--- src/logic/adc_ctl_cfg.svh ---
// Offsets, field positions, reset values and timing counts of the converter control
`ifndef ADC_CTL_CFG_SVH
`define ADC_CTL_CFG_SVH

// Register offsets on the plain register port
`define ADC_OFS_CTRL     4'h0
`define ADC_OFS_RESULT   4'h4
`define ADC_OFS_IRQ_STAT 4'h8
`define ADC_OFS_IRQ_MASK 4'hC
`define ADC_OFS_STATE    4'h1

// Control register field positions
`define ADC_CTRL_CLK_HI  7
`define ADC_CTRL_CLK_LO  6
`define ADC_CTRL_CH_HI   5
`define ADC_CTRL_CH_LO   3
`define ADC_CTRL_GO      2
`define ADC_CTRL_PWR     0

// Interrupt status and mask bit positions
`define ADC_IRQ_DONE     0

// State register bit positions
`define ADC_ST_BUSY      0
`define ADC_ST_HOLD      1
`define ADC_ST_ANA_ON    2
`define ADC_ST_ABORTWT   3

// Reset values
`define ADC_CTRL_RST     8'h00
`define ADC_MASK_RST     1'b0

// Conversion clock select codes
`define ADC_SEL_OSC2     2'h0
`define ADC_SEL_OSC8     2'h1
`define ADC_SEL_OSC32    2'h2
`define ADC_SEL_RC       2'h3

// Oscillator periods per conversion bit for each oscillator code
`define ADC_DIV_OSC2     6'h02
`define ADC_DIV_OSC8     6'h08
`define ADC_DIV_OSC32    6'h20

// One instruction cycle in oscillator periods, and the delay before an RC start
`define ADC_OSC_PER_INSTR 3'h4
`define ADC_RC_START_CLKS (`ADC_OSC_PER_INSTR)

// Conversion clock periods held after an abort before acquisition resumes
`define ADC_ABORT_WAIT_TAD 2'h2

// Result width in bits
`define ADC_RES_BITS     8

`endif

--- src/logic/adc_ctl_pkg.sv ---
// Types shared by the converter control and its approximation engine
package adc_ctl_pkg;

  // Software visible control bits
  typedef struct packed {
    logic [1:0] clk_sel;
    logic [2:0] chan;
    logic       go;
    logic       unused;
    logic       pwr_on;
  } adc_ctrl_t;

  // Register port request
  typedef struct packed {
    logic [3:0] addr;
    logic [7:0] wdata;
    logic       wr;
    logic       rd;
  } reg_req_t;

  // Sequencer states
  typedef enum logic [2:0] {
    SEQ_IDLE,
    SEQ_RC_DELAY,
    SEQ_SAMPLE,
    SEQ_CONVERT,
    SEQ_ABORT_WAIT
  } seq_state_t;

endpackage

--- src/logic/sar_core.sv ---
// Successive approximation engine: one result bit per conversion clock tick
`timescale 1ns/1ps
`include "adc_ctl_cfg.svh"

module sar_core
  import adc_ctl_pkg::*;
(
  // Clock, reset, enable
  input  wire logic       core_clk,
  input  wire logic       rst,
  input  wire logic       ce,
  // Control from the sequencer
  input  wire logic       start,
  input  wire logic       abort,
  input  wire logic       step,
  // Comparator: input at or above trial level
  input  wire logic       cmp_hi,
  // Results
  output logic [7:0]      trial_code,
  output logic            busy,
  output logic            done,
  output logic [7:0]      result
);

  logic [7:0] code_r;
  logic [7:0] bit_r;
  logic       busy_r;
  logic       done_r;
  logic [7:0] res_r;
  logic [7:0] kept;

  // Trial bit is dropped when the input sits below the trial level
  assign kept = cmp_hi ? code_r : (code_r & ~bit_r);

  // Bit walk, most significant first
  always_ff @(posedge core_clk or posedge rst) begin
    if (rst) begin
      code_r <= 8'h00;
      bit_r  <= 8'h00;
      busy_r <= 1'b0;
    end else if (ce) begin
      if (abort) begin
        busy_r <= 1'b0;
        code_r <= 8'h00;
        bit_r  <= 8'h00;
      end else if (start) begin
        busy_r <= 1'b1;
        code_r <= 8'h80;
        bit_r  <= 8'h80;
      end else if (busy_r && step) begin
        if (bit_r == 8'h01) begin
          busy_r <= 1'b0;
          code_r <= kept;
        end else begin
          code_r <= kept | (bit_r >> 1);
        end
        bit_r <= bit_r >> 1;
      end
    end
  end

  // Finished code and its one-cycle completion pulse
  always_ff @(posedge core_clk or posedge rst) begin
    if (rst) begin
      done_r <= 1'b0;
      res_r  <= 8'h00;
    end else if (ce) begin
      done_r <= busy_r && step && !abort && (bit_r == 8'h01);
      if (busy_r && step && !abort && (bit_r == 8'h01)) begin
        res_r <= kept;
      end
    end
  end

  assign trial_code = code_r;
  assign busy       = busy_r;
  assign done       = done_r;
  assign result     = res_r;

endmodule // sar_core

--- src/logic/adc_sleep_reset_control.sv ---
// Converter control: halt behaviour, reset effects, sampling and result capture
`timescale 1ns/1ps
`include "adc_ctl_cfg.svh"

module adc_sleep_reset_control
  import adc_ctl_pkg::*;
(
  // Clock, reset, enable
  input  wire logic       core_clk,
  input  wire logic       rst,
  input  wire logic       ce,
  // Register port
  input  wire logic [3:0] reg_addr,
  input  wire logic [7:0] reg_wdata,
  input  wire logic       reg_wr,
  input  wire logic       reg_rd,
  output logic [7:0]      reg_rdata,
  // Processor halt state and wake request
  input  wire logic       halt_active,
  output logic            wake_req,
  // Internal RC oscillator output, asynchronous
  input  wire logic       rc_osc_in,
  // Analog front end
  input  wire logic       cmp_hi_in,
  output logic [7:0]      dac_code,
  output logic [2:0]      mux_chan,
  output logic            hold_connect,
  output logic            analog_power_en,
  // Interrupt and flag
  output logic            irq,
  output logic            conversion_done_flag
);

  reg_req_t   req;
  adc_ctrl_t  ctrl_r;
  seq_state_t state_r;
  seq_state_t state_nxt;
  logic [7:0] conversion_result;
  logic [7:0] rdata_r;
  logic       stat_done_r;
  logic       conversion_irq_enable;
  logic       pwr_down_r;
  logic       halt_d_r;
  logic [5:0] tad_cnt_r;
  logic [2:0] dly_cnt_r;
  logic [1:0] wait_cnt_r;
  logic [2:0] chan_r;
  logic       rc_s1_r;
  logic       rc_s2_r;
  logic       rc_s3_r;
  logic       cmp_s1_r;
  logic       cmp_s2_r;
  logic       tad_tick;
  logic       osc_tick;
  logic       rc_tick;
  logic       rc_sel;
  logic       ctrl_wr;
  logic       go_wr_set;
  logic       go_wr_clr;
  logic       halt_enter;
  logic       halt_abort;
  logic       busy;
  logic       seq_busy;
  logic       sar_start;
  logic       sar_abort;
  logic       sar_busy;
  logic       sar_done;
  logic [7:0] sar_result;
  logic       done_evt;
  logic       in_halt;

  // Per-bit divide for the oscillator codes
  function automatic logic [5:0] tad_div(input logic [1:0] sel);
    unique case (sel)
      `ADC_SEL_OSC2:  tad_div = `ADC_DIV_OSC2;
      `ADC_SEL_OSC8:  tad_div = `ADC_DIV_OSC8;
      `ADC_SEL_OSC32: tad_div = `ADC_DIV_OSC32;
      `ADC_SEL_RC:    tad_div = `ADC_DIV_OSC2;
    endcase
  endfunction

  assign req.addr  = reg_addr;
  assign req.wdata = reg_wdata;
  assign req.wr    = reg_wr;
  assign req.rd    = reg_rd;

  assign rc_sel     = (ctrl_r.clk_sel == `ADC_SEL_RC);
  assign ctrl_wr    = req.wr && (req.addr == `ADC_OFS_CTRL);
  assign go_wr_set  = ctrl_wr && req.wdata[`ADC_CTRL_GO] && req.wdata[`ADC_CTRL_PWR];
  assign go_wr_clr  = ctrl_wr && !req.wdata[`ADC_CTRL_GO];
  assign halt_enter = halt_active && !halt_d_r;
  assign in_halt    = halt_active;
  assign seq_busy   = (state_r == SEQ_RC_DELAY) || (state_r == SEQ_SAMPLE)
                   || (state_r == SEQ_CONVERT);
  assign busy       = seq_busy || sar_busy;

  // Only an oscillator-clocked conversion dies at halt entry
  assign halt_abort = halt_enter && !rc_sel && seq_busy;

  // Asynchronous pins pass two flip-flops before use
  always_ff @(posedge core_clk or posedge rst) begin
    if (rst) begin
      rc_s1_r  <= 1'b0;
      rc_s2_r  <= 1'b0;
      rc_s3_r  <= 1'b0;
      cmp_s2_r <= 1'b0;
    end else if (ce) begin
      rc_s1_r  <= rc_osc_in;
      rc_s2_r  <= rc_s1_r;
      rc_s3_r  <= rc_s2_r;
      cmp_s2_r <= cmp_s1_r;
    end
  end

  // Comparator first stage on the falling edge: a two-clock bit leaves half a cycle to resolve
  always_ff @(negedge core_clk or posedge rst) begin
    if (rst) begin
      cmp_s1_r <= 1'b0;
    end else if (ce) begin
      cmp_s1_r <= cmp_hi_in;
    end
  end

  // RC bit clock is the rising edge of the synchronised oscillator
  assign rc_tick = rc_s2_r && !rc_s3_r;

  // Oscillator divider; restarts with each conversion so every bit is full length
  always_ff @(posedge core_clk or posedge rst) begin
    if (rst) begin
      tad_cnt_r <= 6'h00;
    end else if (ce) begin
      if ((go_wr_set && state_r == SEQ_IDLE) || osc_tick) begin
        tad_cnt_r <= 6'h00;
      end else begin
        tad_cnt_r <= tad_cnt_r + 6'h01;
      end
    end
  end

  assign osc_tick = (tad_cnt_r == tad_div(ctrl_r.clk_sel) - 6'h01);
  assign tad_tick = rc_sel ? rc_tick : osc_tick;

  // Halt edge detector; halt comes from core logic on this clock
  always_ff @(posedge core_clk or posedge rst) begin
    if (rst) begin
      halt_d_r <= 1'b0;
    end else if (ce) begin
      halt_d_r <= halt_active;
    end
  end

  // Sequencer next state
  always_comb begin
    state_nxt = state_r;
    unique case (state_r)
      SEQ_IDLE: begin
        if (go_wr_set) begin
          state_nxt = (req.wdata[`ADC_CTRL_CLK_HI:`ADC_CTRL_CLK_LO] == `ADC_SEL_RC)
                    ? SEQ_RC_DELAY : SEQ_SAMPLE;
        end
      end
      SEQ_RC_DELAY: begin
        if (dly_cnt_r == `ADC_RC_START_CLKS - 3'h1) begin
          state_nxt = SEQ_SAMPLE;
        end
      end
      SEQ_SAMPLE: begin
        if (tad_tick) begin
          state_nxt = SEQ_CONVERT;
        end
      end
      SEQ_CONVERT: begin
        if (sar_done) begin
          state_nxt = SEQ_IDLE;
        end
      end
      SEQ_ABORT_WAIT: begin
        if (tad_tick && wait_cnt_r == `ADC_ABORT_WAIT_TAD - 2'h1) begin
          state_nxt = SEQ_IDLE;
        end
      end
    endcase
    if (seq_busy && (go_wr_clr || halt_abort)) begin
      state_nxt = SEQ_ABORT_WAIT;
    end
    if (ctrl_wr && !req.wdata[`ADC_CTRL_PWR]) begin
      state_nxt = SEQ_IDLE;
    end
  end

  // Sequencer state; reset aborts whatever was running
  always_ff @(posedge core_clk or posedge rst) begin
    if (rst) begin
      state_r <= SEQ_IDLE;
    end else if (ce) begin
      state_r <= state_nxt;
    end
  end

  // Instruction-cycle delay and post-abort wait counters
  always_ff @(posedge core_clk or posedge rst) begin
    if (rst) begin
      dly_cnt_r  <= 3'h0;
      wait_cnt_r <= 2'h0;
    end else if (ce) begin
      dly_cnt_r <= (state_r == SEQ_RC_DELAY) ? dly_cnt_r + 3'h1 : 3'h0;
      if (state_r != SEQ_ABORT_WAIT) begin
        wait_cnt_r <= 2'h0;
      end else if (tad_tick) begin
        wait_cnt_r <= wait_cnt_r + 2'h1;
      end
    end
  end

  assign sar_start = (state_r == SEQ_SAMPLE) && tad_tick && (state_nxt == SEQ_CONVERT);
  assign sar_abort = (state_nxt == SEQ_ABORT_WAIT) || (state_nxt == SEQ_IDLE && !sar_done
                   && state_r == SEQ_CONVERT);
  assign done_evt  = sar_done && (state_r == SEQ_CONVERT);

  // Engine; comparator trips at input >= code steps, so code 1 begins at one step
  sar_core u_sar (
    .core_clk   (core_clk),
    .rst        (rst),
    .ce         (ce),
    .start      (sar_start),
    .abort      (sar_abort),
    .step       (tad_tick),
    .cmp_hi     (cmp_s2_r),
    .trial_code (dac_code),
    .busy       (sar_busy),
    .done       (sar_done),
    .result     (sar_result)
  );

  // Control register; hardware clears go on completion unless software restarts
  always_ff @(posedge core_clk or posedge rst) begin
    if (rst) begin
      ctrl_r <= `ADC_CTRL_RST;
    end else if (ce) begin
      if (ctrl_wr) begin
        ctrl_r.clk_sel <= req.wdata[`ADC_CTRL_CLK_HI:`ADC_CTRL_CLK_LO];
        ctrl_r.chan    <= req.wdata[`ADC_CTRL_CH_HI:`ADC_CTRL_CH_LO];
        ctrl_r.pwr_on  <= req.wdata[`ADC_CTRL_PWR];
        ctrl_r.go      <= req.wdata[`ADC_CTRL_GO] && req.wdata[`ADC_CTRL_PWR];
      end else if (done_evt || halt_abort) begin
        ctrl_r.go <= 1'b0;
      end
      ctrl_r.unused <= 1'b0;
    end
  end

  // Result register has no reset term so reset leaves it as it was
  always_ff @(posedge core_clk) begin
    if (ce) begin
      if (done_evt) begin
        conversion_result <= sar_result;
      end else if (req.wr && req.addr == `ADC_OFS_RESULT) begin
        conversion_result <= req.wdata;
      end
    end
  end

  // Done flag: completion wins over a same-cycle write-one clear
  always_ff @(posedge core_clk or posedge rst) begin
    if (rst) begin
      stat_done_r <= 1'b0;
    end else if (ce) begin
      if (done_evt) begin
        stat_done_r <= 1'b1;
      end else if (req.wr && req.addr == `ADC_OFS_IRQ_STAT
                   && req.wdata[`ADC_IRQ_DONE]) begin
        stat_done_r <= 1'b0;
      end
    end
  end

  // Interrupt enable lives in the mask register
  always_ff @(posedge core_clk or posedge rst) begin
    if (rst) begin
      conversion_irq_enable <= `ADC_MASK_RST;
    end else if (ce) begin
      if (req.wr && req.addr == `ADC_OFS_IRQ_MASK) begin
        conversion_irq_enable <= req.wdata[`ADC_IRQ_DONE];
      end
    end
  end

  // Low-power shutdown leaves the power-on bit set; next halt exit or write restores
  always_ff @(posedge core_clk or posedge rst) begin
    if (rst) begin
      pwr_down_r <= 1'b1;
    end else if (ce) begin
      if (halt_abort || (halt_enter && !rc_sel)) begin
        pwr_down_r <= 1'b1;
      end else if (done_evt && in_halt && !conversion_irq_enable) begin
        pwr_down_r <= 1'b1;
      end else if (ctrl_wr || (!halt_active && halt_d_r)) begin
        pwr_down_r <= 1'b0;
      end
    end
  end

  // Wake pulse on a halted completion with the interrupt enabled
  always_ff @(posedge core_clk or posedge rst) begin
    if (rst) begin
      wake_req <= 1'b0;
    end else if (ce) begin
      wake_req <= done_evt && in_halt && conversion_irq_enable;
    end
  end

  // Mux follows the channel only while the hold capacitor is connected
  always_ff @(posedge core_clk or posedge rst) begin
    if (rst) begin
      chan_r <= 3'h0;
    end else if (ce) begin
      if (hold_connect) begin
        chan_r <= ctrl_r.chan;
      end
    end
  end

  // Hold switch opens at the end of the first bit period, stays open while busy
  assign hold_connect    = analog_power_en && (state_r == SEQ_IDLE || state_r == SEQ_RC_DELAY
                         || state_r == SEQ_SAMPLE);
  assign analog_power_en = ctrl_r.pwr_on && !pwr_down_r;
  assign mux_chan        = chan_r;

  // Read data one cycle after the strobe; unmapped offsets read zero
  always_ff @(posedge core_clk or posedge rst) begin
    if (rst) begin
      rdata_r <= 8'h00;
    end else if (ce) begin
      rdata_r <= 8'h00;
      if (req.rd) begin
        unique case (req.addr)
          `ADC_OFS_CTRL:     rdata_r <= ctrl_r;
          `ADC_OFS_RESULT:   rdata_r <= conversion_result;
          `ADC_OFS_IRQ_STAT: rdata_r <= {7'h00, stat_done_r};
          `ADC_OFS_IRQ_MASK: rdata_r <= {7'h00, conversion_irq_enable};
          `ADC_OFS_STATE:    rdata_r <= {4'h0, state_r == SEQ_ABORT_WAIT,
                                         analog_power_en, hold_connect, busy};
          default:           rdata_r <= 8'h00;
        endcase
      end
    end
  end

  assign reg_rdata            = rdata_r;
  assign conversion_done_flag = stat_done_r;
  // Level interrupt while an enabled flag stands
  assign irq                  = stat_done_r && conversion_irq_enable;

endmodule // adc_sleep_reset_control

--- config.mk ---
export PLATFORM = sky130hd
export DESIGN_NAME = adc_sleep_reset_control
export DESIGN_NICKNAME = d
export VERILOG_FILES = /design/src/logic/adc_ctl_pkg.sv /design/src/logic/sar_core.sv /design/src/logic/adc_sleep_reset_control.sv
export VERILOG_INCLUDE_DIRS = /design/src /design/src/logic
export SDC_FILE = /design/constraint.sdc
export NUM_CORES = 1
export LEC_CHECK = 0
export BUFFER_PORTS_ARGS = -buffer_cell sky130_fd_sc_hd__buf_4
export CORE_MARGIN = 4
export CORE_UTILIZATION = 45
export DETAILED_ROUTE_END_ITERATION = 8
export MAX_ROUTING_LAYER = met4
export PLACE_DENSITY_LB_ADDON = 0.2
export RECOVER_POWER = 100
export SETUP_SLACK_MARGIN = 0.1
export SLEW_MARGIN = 10
export SYNTH_ARGS = -nofsm -noshare
export SYNTH_HDL_FRONTEND = slang
export SYNTH_HIERARCHICAL = 1
export SYNTH_SLANG_ARGS = --single-unit
--- constraint.sdc ---
create_clock -name core_clk -period 7.25 [get_ports core_clk]
set_input_delay 0.3625 -clock core_clk [delete_from_list [all_inputs] [get_ports core_clk]]
set_output_delay 0.3625 -clock core_clk [all_outputs]
set_load 0.03 [all_outputs]
Word level (Yosys, flattened, before mapping)
Cells that the tools add are included.
Cells by class
  reductions and logical operators: 76
  muxes and demuxes: 38
  equal/unequal tests: 19
  div/mod/pow operators: 0
  bitwise operators: 3
  $lt $le $gt $ge: 0
  add/sub/neg operators: 4
  multipliers: 0
  shifts and indexed selects: 0
Operators with widths (number)
  2-to-1 mux 8 bit: 11
  one-hot mux 8 bit (5 select lines): 1
  logical AND 1 bit: 32
  2-to-1 mux 3 bit: 8
  AND reduction 2 bit: 10
  one-hot mux 6 bit (3 select lines): 1
  one-hot mux 3 bit (5 select lines): 1
  == test 3 x 2 -> 1 bit, second input constant: 4
  2-to-1 mux 1 bit: 12
  logical OR 1 bit: 11
  zero test 1 bit: 10
  nonzero test 3 bit: 3
  AND 8 bit: 1
  == test 4 bit, second input constant: 2
  == test 8 x 1 -> 1 bit, second input constant: 1
  inverter 8 bit: 1
  bitwise OR 8 x 7 -> 8 bit: 1
  nonzero test 2 bit: 4
  adder 6 x 1 -> 6 bit, second input constant: 1
  == test 2 bit, second input constant: 3
  == test 3 bit, second input constant: 2
  == test 6 bit: 1
  zero test 3 bit: 2
  2-to-1 mux 2 bit: 3
  13 further kinds: 14
Storage, ports and cells
  register bits after elaboration: 76
  latch bits: 0
  input bits: 20
  word-level logic and storage cells: 166
  bits in writable memories: 0
  memories: 0
  memory bits (read-only): 0

Depth between registers and ports, before layout
  depth in word-level cells: 19
  gate-level depth with buffers: 12

Hierarchy
Netlist, hierarchy kept.
By module, submodules not included
  adc_sleep_reset_control: instances 1, cells each 284, area an instance 2742.6 um^2, seq. area each 1292.5 um^2
  sar_core: instances 1, cells each 95, area an instance 1196.1 um^2, seq. area each 650.6 um^2

==> results.txt <==
Routed WL - 7907 µm
Most frequent cells in the layout - 66 x dfrtp_1, 52 x nand2_1, 26 x inv_1, 25 x mux2_2, 25 x clkbuf_1
R2R Path Start - cmp_s1_r$_DFFE_NP0P_
Commonest non-fill, non-tap cell in the layout - dfrtp_1
Largest net degree at the start of global routing - 52
Nets - 444
Total global-route track usage - 0.1698
CTS resizes - 0
Syn Std Cell Area - 3939 µm²
Setup Viol. Count Final - 0
WL/cell - 15.00 µm
Synth top area cells - dfrtp_1 42%, mux2_2 7.1%, edfxtp_1 6.1%
Hold_buf cts - 0
Layout Skew - 14.05 ps
Pwr Total - 1130 µW
Yosys warnings - 6
CP endpoint kind - flop
Drt drc - 0
Worst-Skew Late Latency - 340 ps
Syn_nets - 406
1st-iter DRT viols - 134
Initial antenna violation count - 0
Initial Util - 0.4699
Cell taking the most area after synthesis - dfrtp_1
Min-delay worst type - primary input to asynchronous set/reset pin
Synthesis-to-layout area growth - 11.05%
Synth async-reset ratio - 0.8947
Setup total negative slack - 0 ps
Sequential share of power - 0.475
Netlist cell types - 61
Vias per inst - 5.347
Number of top-level pins - 44
Max Cap Violations - 0
Die X - 101.6 µm
Status - finished clean
#FFs+latches synth - 76
Vias in the first global route - 2717
Clock network power share - 0.275
Die area - 10310 µm²
CTS tree - done
WP data arrival - 1160 ps
R2R Path End - cmp_s2_r$_DFFE_PP0P_
Largest fanout on the critical path - 51
Leak - 0.001925 µW
Vias - 2818
Post-route design area - 4374 µm²
Share of cells above drive strength 1 - 0.1635
PwrDens - 258.4 nW/µm²
Count of input and output buffers - 43
Register area - 1943 µm²
Slew headroom - 0.2799
Post-CTS Repair Setup Buffers - 0
Synth top area share - 0.4193
CP top delay family - buffers and inverters
Slowest CP cell - buf_4
Seq/Total Area, Yosys - 0.4933
Core box area - 8382 µm²
CTS sink count - 76
Mean Syn Cell Area - 10.39 µm²
Routed Antenna Nets - 0
Placed Cells - 511
Reg2reg path depth - 1
Multi-input logic area - 1774 µm²
Clock Path Buffers - 2
CTS Buf Count - 9
Critical path startpoint - ce
CP max stage delay - 410 ps
Layout Cells excl Fill - 527
Reg2Reg Setup Slack - 2920 ps
Post-synth EDFFs - 8
Buffers & Inverters on Critical Path - 1
Post-detailed-placement half-perimeter wirelength - 5640 µm
Rows - 33
Critical Path, Cell by Cell - buf_4, mux2_2
Critical path launch point type - primary input
Power share of the combinational group - 0.250
Max Slew Vio Count - 0
Slew @ Worst Pin - 1071 ps
Pint - 753.0 µW
Fillers - 805
Cells after Synth - 379
Die Span Y - 101.6 µm
Net Sw Frac - 0.3339
Placed cell areas - 4323 µm²
Number of antenna diodes - 0
Clock Pin Slew Worst Setup and Hold Paths - 80 ps
H-tree Lvls - 3
Routability cong. - 0.8387
Endpoints failing hold - 0
NetSw - 377.5 µW
Setup CP Type - primary input to flop
RSZ-0062 raised after global routing - no
Top FF cell, synth - dfrtp_1
Req. time, crit path - 3800 ps
First-pass GRT wire length - 13540 µm
Worst IR Drop VDD - 197.8 µV
Total global routing overflow - 0
Drt pass-1 iters - 4
CTS root buf - clkbuf_8
[cells by family (layout without fill, tap and decap cells)]
logic type               count (synthesis)  after routing  share of synthesized area
multiplexers                            37             37                     0.1045
XOR/XNOR                                 3              3                   0.006672
flip-flops                              76             76                     0.4933
AND/OR/NAND/NOR                        125            125                     0.1760
buffers and inverters                   43             86                    0.04447
adder cells (fa/ha/maj)                  7              7                    0.02224
AO/OA/AOI/OAI                           88             88                     0.1528
[cell type report]
type	count	area share
Multi-Input combinational cell	260	0.4056
Sequential cell	76	0.4442
Inverter	26	0.02231
Clock buffer	9	0.02832
Clock inverter	7	0.01545
Timing Repair Buffer	44	0.05406
Tap cell	105	0.03003
[metal layers]
| metal | vias up | global-route usage | routed length [µm] | share of wire |
|---|---|---|---|---|
| met5 | - | - | 0 | 0 |
| met4 | 0 | 0.03988 | 77 | 0.0097 |
| met3 | 11 | 0.03926 | 434 | 0.055 |
| met2 | 63 | 0.2515 | 3547 | 0.45 |
| met1 | 1332 | 0.2375 | 3848 | 0.49 |
| li1 | 1412 | - | - | - |
[power groups by stage]
stage / Clock [µW] / Sequential, µW / Combinational, µW
2_1_floorplan: 0 / 527 / 235
3_3_place_gp: 0 / 543 / 288
3_5_place_dp: 0 / 544 / 291
4_1_cts: 325 / 536 / 294
5_1_grt: 341 / 546 / 318
6_report: 311 / 536 / 283
[sequential cells by signal (all words and copies together), names as in the netlist, 2 cells and up]
signal             flops
state_r                3
u_sar/bit_r            8
ctrl_r                 7
mux_chan               3
dly_cnt_r              3
conversion_result      8
reg_rdata              8
tad_cnt_r              6
u_sar/result           8
u_sar/trial_code       8
wait_cnt_r             2
[stage by stage]
stage	utilization	hold WS, ps	setup WS, ps
global placement	0.5157	446.2	2291
floorplan	-	402.5	2147
detailed placement	0.5157	462.0	2274
finish	0.5219	164.9	2636
CTS	0.5386	179.8	2628
global route	0.5219	236.9	2583
[worst max-delay path by stage]
| stage | slack [ps] | cells past startpoint | endpoint |
|---|---|---|---|
| 3_3_place_gp | 2290 | 2 | cmp_s1_r$_DFFE_NP0P_ |
| 2_1_floorplan | 2150 | 3 | cmp_s1_r$_DFFE_NP0P_ |
| 5_1_grt | 2580 | 2 | cmp_s1_r$_DFFE_NP0P_ |
| 3_5_place_dp | 2270 | 2 | cmp_s1_r$_DFFE_NP0P_ |
| 4_1_cts | 2630 | 2 | cmp_s1_r$_DFFE_NP0P_ |
| 6_report | 2640 | 2 | cmp_s1_r$_DFFE_NP0P_ |
[cells in the mapped netlist (2+ instances only)]
cell / number
a211oi_1: 2
a21boi_0: 2
a21oi_1: 14
a22o_1: 8
a22o_2: 2
and2_1: 10
and3b_1: 2
buf_1: 2
buf_2: 2
clkbuf_1: 11
dfrtp_1: 66
edfxtp_1: 8
ha_1: 7
inv_1: 26
mux2_2: 25
mux2_4: 2
mux2i_1: 10
nand2_1: 52
nand2b_1: 12
nand3_1: 4
nand3b_1: 2
nand4_1: 4
nor2_1: 14
nor2b_1: 4
nor3_1: 5
nor3b_1: 3
nor4b_4: 2
o21ai_0: 22
o21ai_1: 2
o22ai_1: 11
o2bb2ai_1: 7
o31ai_1: 3
o32ai_1: 2
or2_2: 2
or2b_1: 2
xor2_1: 2
Power figures use the tool's default switching activity.
